`src/hdl/rgseq_cfg.svh`:
```
`ifndef RGSEQ_CFG_SVH
`define RGSEQ_CFG_SVH

// ****************************************
// Counter widths and reset defaults
// ****************************************
`define RGSEQ_CNT_W         16
`define RGSEQ_PRE_W         8
`define RGSEQ_CNT_ZERO      16'h0000
`define RGSEQ_BITS_PER_BYTE 16'h0008

`endif

```
`src/hdl/rgseq_pkg.sv`:
```
package rgseq_pkg;
    typedef enum logic [1:0] {
        RGSEQ_ALT1,
        RGSEQ_ALT2,
        RGSEQ_SOFT
    } rgseq_fmt_t;

    typedef enum logic [2:0] {
        RGSEQ_IDLE,
        RGSEQ_HDR_WAIT,
        RGSEQ_HDR_READ,
        RGSEQ_DAT_WAIT,
        RGSEQ_DAT_READ
    } rgseq_state_t;
endpackage : rgseq_pkg

```
`src/hdl/rgseq_bitcnt.sv`:
```
`include "rgseq_cfg.svh"

// Bit-time counter, advances only on bit-time strobes
module rgseq_bitcnt
    import rgseq_pkg::*;
#(
    parameter int W = `RGSEQ_CNT_W
) (
    // Clock and reset
    input  wire logic         ref_clk,
    input  wire logic         rstn,
    // Control
    input  wire logic         start,
    input  wire logic         bit_tick,
    // Count
    output logic [W-1:0]      count
);
    logic [W-1:0] next_count;

    always_comb begin
        next_count = count;
        if (start) begin
            next_count = '0;
        end else if (bit_tick && count != {W{1'b1}}) begin
            // Saturate so a late reader never sees a wrapped small value
            next_count = count + W'(1);
        end
    end

    always_ff @(posedge ref_clk or negedge rstn) begin
        if (!rstn) begin
            count <= '0;
        end else begin
            count <= next_count;
        end
    end
endmodule : rgseq_bitcnt

```
`src/hdl/rgseq_top.sv`:
```
`include "rgseq_cfg.svh"

module rgseq_top
    import rgseq_pkg::*;
#(
    parameter int W   = `RGSEQ_CNT_W,
    parameter int PW  = `RGSEQ_PRE_W
) (
    // Clock and reset
    input  wire logic          ref_clk,
    input  wire logic          rstn,
    // Drive-side strobes, synchronous to ref_clk
    input  wire logic          bit_tick,
    input  wire logic          index_sector,
    input  wire logic          last_hdr_bit,
    // Operation control
    input  wire logic          start_read,
    input  wire rgseq_fmt_t    fmt_mode,
    input  wire logic          window_en,
    input  wire logic          format_pass,
    input  wire logic          one_pass_fmt,
    input  wire logic          hdr_bits_done,
    input  wire logic          dat_bits_done,
    // Drive and controller timing, bit times
    input  wire logic [W-1:0]  read_data_delay,
    input  wire logic [W-1:0]  write_data_delay,
    input  wire logic [W-1:0]  ctrl_readgate_negate_delay,
    input  wire logic [W-1:0]  mark_detect_skew,
    input  wire logic [W-1:0]  ctrl_mark_enable_negate_delay,
    input  wire logic [W-1:0]  ctrl_write_gate_assert_delay,
    input  wire logic [W-1:0]  write_splice_size,
    input  wire logic [W-1:0]  read_gate_window,
    input  wire logic [W-1:0]  ctrl_readgate_assert_delay,
    input  wire logic [W-1:0]  ctrl_write_splice,
    input  wire logic [PW-1:0] lock_preamble,
    input  wire logic [PW-1:0] fmt_extra_preamble,
    // Outputs
    output logic               read_gate,
    output logic               in_data_area,
    output logic               window_miss,
    output logic [W-1:0]       pad_len,
    output logic [W-1:0]       fmt_pad_len,
    output logic [PW-1:0]      fmt_preamble
);
    // ****************************************
    // Bit-time arithmetic
    // ****************************************
    function automatic logic [W-1:0] sat_sub(input logic [W-1:0] a, input logic [W-1:0] b);
        sat_sub = (a > b) ? a - b : '0;
    endfunction : sat_sub

    // Earliest point after the mark; own assert delay pulls the decision forward
    function automatic logic [W-1:0] hdr_min(input rgseq_fmt_t m);
        logic [W-1:0] base;
        base = '0;
        unique case (m)
            RGSEQ_ALT1: base = mark_detect_skew + ctrl_mark_enable_negate_delay;
            RGSEQ_ALT2: base = mark_detect_skew + ctrl_write_gate_assert_delay
                               + write_splice_size;
            RGSEQ_SOFT: base = mark_detect_skew;
            default:    base = '0;
        endcase
        hdr_min = base;
    endfunction : hdr_min

    logic [W-1:0] sum_pad;
    logic [W-1:0] t_min;
    logic [W-1:0] t_max;
    logic [W-1:0] t_dat;
    logic [W-1:0] fire_at;

    always_comb begin
        sum_pad  = read_data_delay + write_data_delay + ctrl_readgate_negate_delay;
        t_min    = hdr_min(fmt_mode);
        t_max    = t_min + read_gate_window;
        // Data gate from header gate negation: pad + own splice + drive splice
        t_dat    = pad_len + ctrl_write_splice + write_splice_size;
        // Issue at the earliest legal point less own read-gate assert delay
        fire_at  = sat_sub(t_min, ctrl_readgate_assert_delay);
    end

    // ****************************************
    // Sequencer
    // ****************************************
    rgseq_state_t state;
    rgseq_state_t next_state;
    logic         cnt_start;
    logic [W-1:0] count;
    logic [W-1:0] neg_cnt;
    logic         neg_pend;
    logic         next_read_gate;
    logic         next_in_data_area;
    logic         next_window_miss;
    logic [W-1:0] next_neg_cnt;
    logic         next_neg_pend;
    logic         dat_fire;

    rgseq_bitcnt #(
        .W (W)
    ) u_cnt (
        .ref_clk  (ref_clk),
        .rstn     (rstn),
        .start    (cnt_start),
        .bit_tick (bit_tick),
        .count    (count)
    );

    always_comb begin
        next_state        = state;
        next_read_gate    = read_gate;
        next_in_data_area = in_data_area;
        next_window_miss  = window_miss;
        next_neg_cnt      = neg_cnt;
        next_neg_pend     = neg_pend;
        cnt_start         = 1'b0;
        // Data gate also issues early by own read-gate assert delay
        dat_fire          = count >= sat_sub(t_dat, ctrl_readgate_assert_delay);
        unique case (state)
            RGSEQ_IDLE: begin
                next_read_gate    = 1'b0;
                next_in_data_area = 1'b0;
                if (start_read && index_sector) begin
                    next_state       = RGSEQ_HDR_WAIT;
                    next_window_miss = 1'b0;
                    cnt_start        = 1'b1;
                end
            end
            RGSEQ_HDR_WAIT: begin
                if (count >= fire_at) begin
                    next_read_gate = 1'b1;
                    next_state     = RGSEQ_HDR_READ;
                    if (window_en && fmt_mode != RGSEQ_SOFT && count > t_max) begin
                        next_window_miss = 1'b1;
                    end
                end
            end
            RGSEQ_HDR_READ: begin
                // Negate delay counted from last header bit latch
                if (last_hdr_bit || hdr_bits_done) begin
                    next_neg_pend = 1'b1;
                    next_neg_cnt  = '0;
                end else if (neg_pend && bit_tick) begin
                    next_neg_cnt = neg_cnt + W'(1);
                end
                if (neg_pend && neg_cnt >= ctrl_readgate_negate_delay) begin
                    next_neg_pend  = 1'b0;
                    next_read_gate = 1'b0;
                    next_state     = RGSEQ_DAT_WAIT;
                    cnt_start      = 1'b1;
                end
            end
            RGSEQ_DAT_WAIT: begin
                if (dat_fire) begin
                    next_read_gate    = 1'b1;
                    next_in_data_area = 1'b1;
                    next_state        = RGSEQ_DAT_READ;
                end
            end
            RGSEQ_DAT_READ: begin
                if (dat_bits_done) begin
                    next_read_gate    = 1'b0;
                    next_in_data_area = 1'b0;
                    next_state        = RGSEQ_IDLE;
                end
            end
            default: next_state = RGSEQ_IDLE;
        endcase
    end

    always_ff @(posedge ref_clk or negedge rstn) begin
        if (!rstn) begin
            state        <= RGSEQ_IDLE;
            read_gate    <= 1'b0;
            in_data_area <= 1'b0;
            window_miss  <= 1'b0;
            neg_cnt      <= `RGSEQ_CNT_ZERO;
            neg_pend     <= 1'b0;
        end else begin
            state        <= next_state;
            read_gate    <= next_read_gate;
            in_data_area <= next_in_data_area;
            window_miss  <= next_window_miss;
            neg_cnt      <= next_neg_cnt;
            neg_pend     <= next_neg_pend;
        end
    end

    // ****************************************
    // Format pad and preamble
    // ****************************************
    logic [W-1:0]  next_pad_len;
    logic [W-1:0]  next_fmt_pad_len;
    logic [PW-1:0] next_fmt_preamble;

    always_comb begin
        next_pad_len     = sum_pad;
        // One-pass pad matches read propagation so the splice lands as on update
        next_fmt_pad_len = one_pass_fmt ? read_data_delay : '0;
        // Two-pass: long preamble first, then nominal on the rewrite pass
        next_fmt_preamble = (format_pass && !one_pass_fmt)
                          ? PW'(lock_preamble + fmt_extra_preamble)
                          : lock_preamble;
    end

    always_ff @(posedge ref_clk or negedge rstn) begin
        if (!rstn) begin
            pad_len      <= `RGSEQ_CNT_ZERO;
            fmt_pad_len  <= `RGSEQ_CNT_ZERO;
            fmt_preamble <= '0;
        end else begin
            pad_len      <= next_pad_len;
            fmt_pad_len  <= next_fmt_pad_len;
            fmt_preamble <= next_fmt_preamble;
        end
    end

    // ****************************************
    // Checks
    // ****************************************
    // Decision edge is one before the rise, so look at the counter there
    a_hdr_gate_early: assert property (@(posedge ref_clk) disable iff (!rstn)
        $rose(read_gate) && !in_data_area |-> $past(count) >= $past(fire_at))
        else $error("header gate asserted early");
    a_dat_gate_early: assert property (@(posedge ref_clk) disable iff (!rstn)
        $rose(read_gate) && in_data_area |-> $past(dat_fire))
        else $error("data gate asserted early");
    a_pad_sum: assert property (@(posedge ref_clk) disable iff (!rstn)
        ##1 pad_len == $past(sum_pad))
        else $error("pad length wrong");
    a_gate_off_idle: assert property (@(posedge ref_clk) disable iff (!rstn)
        state == RGSEQ_IDLE |=> !read_gate)
        else $error("gate on while idle");
    a_dat_restart: assert property (@(posedge ref_clk) disable iff (!rstn)
        $fell(read_gate) && state == RGSEQ_DAT_WAIT |-> count == '0)
        else $error("data timer not restarted");
    a_fmt_pad: assert property (@(posedge ref_clk) disable iff (!rstn)
        one_pass_fmt |=> fmt_pad_len == $past(read_data_delay))
        else $error("format pad wrong");
    a_fmt_pre: assert property (@(posedge ref_clk) disable iff (!rstn)
        !format_pass |=> fmt_preamble == $past(lock_preamble))
        else $error("rewrite preamble wrong");
    a_neg_delay: assert property (@(posedge ref_clk) disable iff (!rstn)
        $fell(read_gate) && state == RGSEQ_DAT_WAIT
        |-> $past(neg_cnt) >= $past(ctrl_readgate_negate_delay))
        else $error("gate negated too soon");
endmodule : rgseq_top

```
`config.mk`:
```
export PLATFORM = sky130hd
export DESIGN_NAME = rgseq_top
export DESIGN_NICKNAME = d
export VERILOG_FILES = /design/src/hdl/rgseq_pkg.sv /design/src/hdl/rgseq_bitcnt.sv /design/src/hdl/rgseq_top.sv
export VERILOG_INCLUDE_DIRS = /design/src /design/src/hdl
export SDC_FILE = /design/constraint.sdc
export NUM_CORES = 1
export LEC_CHECK = 0
export BUFFER_PORTS_ARGS = -buffer_cell sky130_fd_sc_hd__buf_2
export CAP_MARGIN = 20
export CORE_AREA = 2 2 141 143
export DETAILED_ROUTE_END_ITERATION = 16
export DIE_AREA = 0 0 143 145
export PLACE_DENSITY = 0.84
export SLEW_MARGIN = 20
export SYNTH_ARGS = -nofsm -noshare
export SYNTH_HDL_FRONTEND = slang
export SYNTH_SLANG_ARGS = --single-unit
```
`constraint.sdc`:
```
create_clock -name ref_clk -period 6.29 [get_ports ref_clk]
set_clock_uncertainty 0.05 [all_clocks]
set_input_delay 1.258 -clock ref_clk [delete_from_list [all_inputs] [get_ports ref_clk]]
set_output_delay 1.258 -clock ref_clk [all_outputs]
set_load 0.03 [all_outputs]
```
### Word-level counts from Yosys, hierarchy flattened

Index checks and enable logic that the tools add are counted.

* word-level logic and storage cells: 96
* input bits: 189
* register bits after elaboration: 79

* mux-type cells: 30
* reductions and logical operators: 23
* equality and inequality tests: 14
* $add $sub $neg: 13
* order comparisons: 6

Operator list (count)
* $add 16x16->16: 8
* $mux 16: 7
* $ge 16x16->1: 3
* $gt 16x16->1: 3
* $pmux 16 s3: 1
* $add 16x1->16 const B: 2
* $sub 16x16->16: 2
* $ne 16x16->1 const B: 1
* $mux 3: 5
* $pmux 3 s5: 1
* $ne 2x2->1 const B: 7
* $mux 1: 11
* $reduce_and 5->1: 2
* $add 8x8->8: 1
* $mux 8: 1
* $reduce_bool 2->1: 4
* $logic_and 1x1->1: 7
* $eq 3x2->1 const B: 2
* $pmux 1 s5: 1
* $reduce_bool 5->1: 1
* $pmux 1 s2: 2
* $reduce_and 2->1: 2
* $reduce_and 4->1: 1
* $eq 3x1->1 const B: 1
* other kinds (10): 10

### Depth between registers and ports, before layout

* word-level depth: 9
* gate-level depth with buffers: 31

### Hierarchy

A second synthesis with hierarchy kept.

* cells, all modules: 1272
* area total of the unflattened synthesis: 11043.1 um2

Modules (own cells, without submodules)
* rgseq_top: area each 10100.9 um2, cells an instance 1174, times used 1
* rgseq_bitcnt: area each 942.2 um2, cells an instance 98, times used 1

### Worst setup path after synthesis

No wires, ideal clock.

* kind: in2reg
* start point: input mark_detect_skew[1]
* end point: register read_gate
* buffers on the path: 1
* arrival time: 6922 ps
* cell stages on the path: 31
* data required time: 6116 ps
* slack: -806 ps
* path through: inv_1 > fa_1 > inv_1 > ha_1 > fa_1 > a211oi_2 > o21bai_1 > o21a_1 > a2111oi_4 > o21ai_0 > xnor2_1 > a211oi_1 > a31oi_1 > ha_1 > inv_1 > nor2_1 > nand2_1 > nor2_1 > a221oi_2 > a21oi_2 > buf_2 > nand2_1 > ha_1 > a21o_1 > a211oi_1 > and4b_1 > o221ai_1 > o21ai_0 > or2_1 > nor2_1 > a211o_1

* word-level cells in the longest chain between the ends: 8

Ends and longest elaborated chain
* start: declaration: line rgseq_top.sv:28 `input wire logic [W-1:0] mark_detect_skew,`
* $add 16x16->16: line rgseq_top.sv:58 `RGSEQ_ALT2: base = mark_detect_skew + ctrl_write_gate_assert_delay`
* $add 16x16->16: line rgseq_top.sv:59 `+ write_splice_size;`
* $pmux 16 s3 *: line rgseq_top.sv:56 `unique case (m)`
* $sub 16x16->16 / $gt 16x16->1 (equally long branches): line rgseq_top.sv:49 `sat_sub = (a > b) ? a - b : '0;`
* $mux 16 *: line rgseq_top.sv:49
* $ge 16x16->1 *: line rgseq_top.sv:129 `if (count >= fire_at) begin`
* $ne 2x2->1 (no source line) *
* $reduce_and 5->1 (no source line) *
* end signal: assignment: line rgseq_top.sv:180 `read_gate <= next_read_gate;`
* end: declaration: line rgseq_top.sv:38 `output logic read_gate,`

Every way passes the cells marked *; elsewhere a longest branch is shown, timed or not.
A chain may end at the register's enable or synchronous reset.

### Worst setup path in the final report

* start point: input write_splice_size[1]
* end point: register read_gate

* word-level cells in the longest chain between the ends: 7

Ends and longest elaborated chain
* start: declaration: line rgseq_top.sv:31 `input wire logic [W-1:0] write_splice_size,`
* $add 16x16->16: line rgseq_top.sv:59
* $pmux 16 s3: line rgseq_top.sv:56
* $sub 16x16->16 / $gt 16x16->1 (equally long branches): line rgseq_top.sv:49
* $mux 16: line rgseq_top.sv:49
* $ge 16x16->1: line rgseq_top.sv:129
* $ne 2x2->1 (no source line)
* $reduce_and 5->1 (no source line) *

Marked as above.

==> summary.txt <==
Outcome
  – Status: finished with violations
  – Violated checks: negative setup slack

GRT
  – Grt total ovfl: 0
  – GRT Util Overall: 33.8%
  – Vias in the first global route: about 11000
  – Pin count of the biggest net entering global routing: 80
  – Initial antenna violation count: 1
  – First-pass GRT wire length: 55.4 mm

Power and ir drop
  – NetSw: between 2 and 3 mW
  – LEAKAGE: 7.38 nW
  – Power share of the clock group: ~8.4%
  – Switching part of the total: a little under half
  – Gate power share: ~80%
  – Int Pwr: roughly 3.4 mW
  – Worst vdd rail ir drop: between 300 and 400 uV
  – Power per cell area: between 400 and 500 nW/um2
  – Sequential share of power: between 10% and 20%

Setup path
  – CP Class: in2reg
  – CP most frequent cell: a211oi_2
  – Kind of end point of the critical path: register
  – CP required: 6470 ps
  – WP data arrival: 6870 ps
  – Slowest cell on crit path: fa_1
  – Critical Path Max Stage Delay: about 520 ps
  – CP startpoint kind: input port
  – Crit-path max FO: 6
  – FF-to-FF setup slack: ~430 ps

Synth
  – Synthesis Warnings: 0
  – Register area share after synthesis: a little under a fifth
  – Main synth FF type: dfrtp_1
  – Leading area contributor after synthesis: ha_1
  – Cell variety after synth: 79
  – Share of the synthesized area in the top cell type: approximately 21%
  – Post-synth EDFFs: 0
  – Mapped cell area: ~11000 um2
  – Yosys reg bits: a little under 80
  – Async S/R FF share, synth: 100%
  – Mean post-synth cell area: between 8 and 9 um2
  – Synth area leaders: ha_1 21%, dfrtp_1 18%, fa_1 9.9%
  – Post-synthesis cell count: approximately 1200
  – Net Count, Synth: around 1600

Floorplanning
  – Initial Util: between 50% and 60%
  – DIE HEIGHT: approximately 150 um
  – Core area: approximately 19000 um2
  – Die area: ~21000 um2
  – Row Count: 51
  – I/O pins: between 200 and 250
  – Die width: 143 um

Route
  – Antenna-violating nets left: 0
  – Vias/cell: 5.80
  – Pre-antenna DRT Iters: 7
  – DRT Wirelength: between 30 and 40 mm
  – DRT iter0 DRCs: 828
  – Remaining DRCs: 0
  – Vias post-DR: roughly 11000
  – Per-cell routed wire length: approximately 18 um

STA
  – Post-route clock period utilization: 106%
  – Max Transition Viols Final: 0
  – Fmax: ~150 MHz
  – Final Hold Fails: 0
  – Slew headroom: a little over a quarter
  – Setup-failing EPs final: 6
  – Tmin final: 6690 ps
  – RSZ-0062 raised after global routing: true
  – Final WS setup: -400 ps
  – Worst-margin pin slew: around 1100 ps

Layout
  – Share of cells above drive strength 1: 31.6%
  – Final nets: around 2100
  – Area delta synth->final: 34.6%
  – Final std cells w/o fill: roughly 1900
  – Commonest non-fill, non-tap cell in the layout: buf_2
  – Most frequent cells in the layout: 229 x buf_2, 219 x buf_4, 172 x ha_1

Clocking
  – Clock Latency Late Sink: between 300 and 400 ps
  – Clock Tree Root: clkbuf_16
  – CTS sink cnt: slightly below 80
  – H-tree depth: 3
  – TritonCTS Buffers: 9
  – Register clock-pin slew on the reported worst setup and hold paths: 60 ps
  – CTS tree: yes
  – CTS max path bufs: 2

Min path
  – Min-delay worst type: reg2reg

Placed design
  – Placed cell count: around 1900
  – # port buffers: between 200 and 250
  – Dpl hpwl: ~29 mm
  – Placer Congestion: 0.967
  – Place WS: -870 ps

Job
  – Max Cap Viol: 0
==> final cells by class <==
cell class / count / area (um2)
multi-input combinational: 1055 / 8650
fill: 1327 / 4770
antenna: 1 / 2.50
timing repair buffer: 454 / 2880
clock inverter: 5 / 57.6
tap: 265 / 332
clock buffer: 11 / 243
inverter: 75 / 289
sequential: 79 / 1980
==> routing by layer <==
metal / routed length, um / vias up / share of wire, % / GRT usage [%]
li1: - / 5312 / - / -
met1: 14300 / 5274 / 40 / 42.1
met2: 17300 / 557 / 48 / 58.6
met3: 2500 / 129 / 7.0 / 3.80
met4: 1680 / 0 / 4.7 / 15.0
met5: 0 / - / 0 / 0
==> final timing paths <==
path	from	end	cells past startpoint
worst max-delay path	write_splice_size[1]	read_gate$_DFFE_PN0P_	31
worst min-delay path	in_data_area$_DFFE_PN0P_	in_data_area$_DFFE_PN0P_	2
worst max register to register	pad_len[2]$_DFF_PN0_	read_gate$_DFFE_PN0P_	25
worst min register to register	in_data_area$_DFFE_PN0P_	in_data_area$_DFFE_PN0P_	2
max in group asynchronous	rstn	state[2]$_DFFE_PN0P_	2
min in group asynchronous	rstn	fmt_pad_len[11]$_DFF_PN0_	1
==> repair_timing <==
item | 4_1_cts | 5_1_grt
cloned | 0 | 0
gates resized for setup | 30 | 19
pin swaps | 26 | 21
setup endpoints to repair | 6 | 6
setup buffers | 11 | 4
hold buffers | 0 | 0
==> cell usage after synthesis (4+ instances only) <==
cell type	instances
nand3_1	32
and4_1	4
fa_1	53
dfrtp_1	79
xnor2_1	68
nand2b_1	19
a211oi_1	16
and3_1	11
nand2_1	97
o21a_1	22
nor2b_1	22
a21oi_1	96
o211ai_1	8
o21ai_1	4
nor3_1	20
xor2_1	54
o31a_1	5
or3_1	7
o31ai_1	4
o21ai_0	65
o21bai_1	14
nand4_1	20
o41ai_1	4
ha_1	177
and2_1	19
nor2_1	90
inv_1	74
clkbuf_1	11
nand3b_1	4
mux2i_1	4
a31oi_1	8
a21o_1	44
==> cell families (layout without fill, tap and decap cells) <==
| kind of cell | Yosys count | count (layout) | synth area share (%) |
|---|---|---|---|
| AO/OA/AOI/OAI | 334 | 334 | 20.5 |
| XOR/XNOR | 122 | 122 | 9.96 |
| adder cells (fa/ha/maj) | 230 | 230 | 30.5 |
| buffers and inverters | 90 | 545 | 3.20 |
| flip-flops | 79 | 79 | 18.4 |
| multiplexers | 5 | 5 | 0.478 |
| other | 0 | 1 | 0 |
| AND/OR/NAND/NOR | 364 | 364 | 16.9 |
==> worst max-delay path, delay by kind of cell <==
kind,cells,cell delay (ps)
AOI/OAI and AO/OA,16,2890
adders and majority gates,5,1640
and+or+nand+nor,4,490
buffers and inverters,5,430
xor gates and xnor gates,1,150
==> registers in the layout (all words and copies together), names as in the netlist <==
signal and flops:
fmt_pad_len 16, neg_cnt 16, read_gate 1, window_miss 1
pad_len 16, in_data_area 1, u_cnt.count 16, fmt_preamble 8
neg_pend 1, state 3
==> power groups by stage <==
stage	registers, mW	logic, mW	clock network (mW)
5_1_grt	0.736	5.54	0.557
4_1_cts	0.720	4.96	0.534
6_report	0.726	5.10	0.532
3_5_place_dp	0.729	4.74	0
2_1_floorplan	0.808	2.88	0
3_3_place_gp	0.725	4.58	0
==> metrics by stage <==
stage | total power [mW] | area [um2] | util, % | hold WS, ps | setup TNS, ps
CTS | 6.21 | 14300 | 74.3 | 497 | -1590
detailed placement | 5.47 | 13800 | 71.7 | 444 | -4350
global route | 6.84 | 14400 | 75.1 | 530 | -3810
floorplan | 3.69 | 10800 | - | 450 | -673
finish | 6.36 | 14400 | 75.1 | 501 | -1940
global placement | 5.30 | 13800 | 71.7 | 454 | -3540
Note: power is estimated with default switching activity, not from simulation.
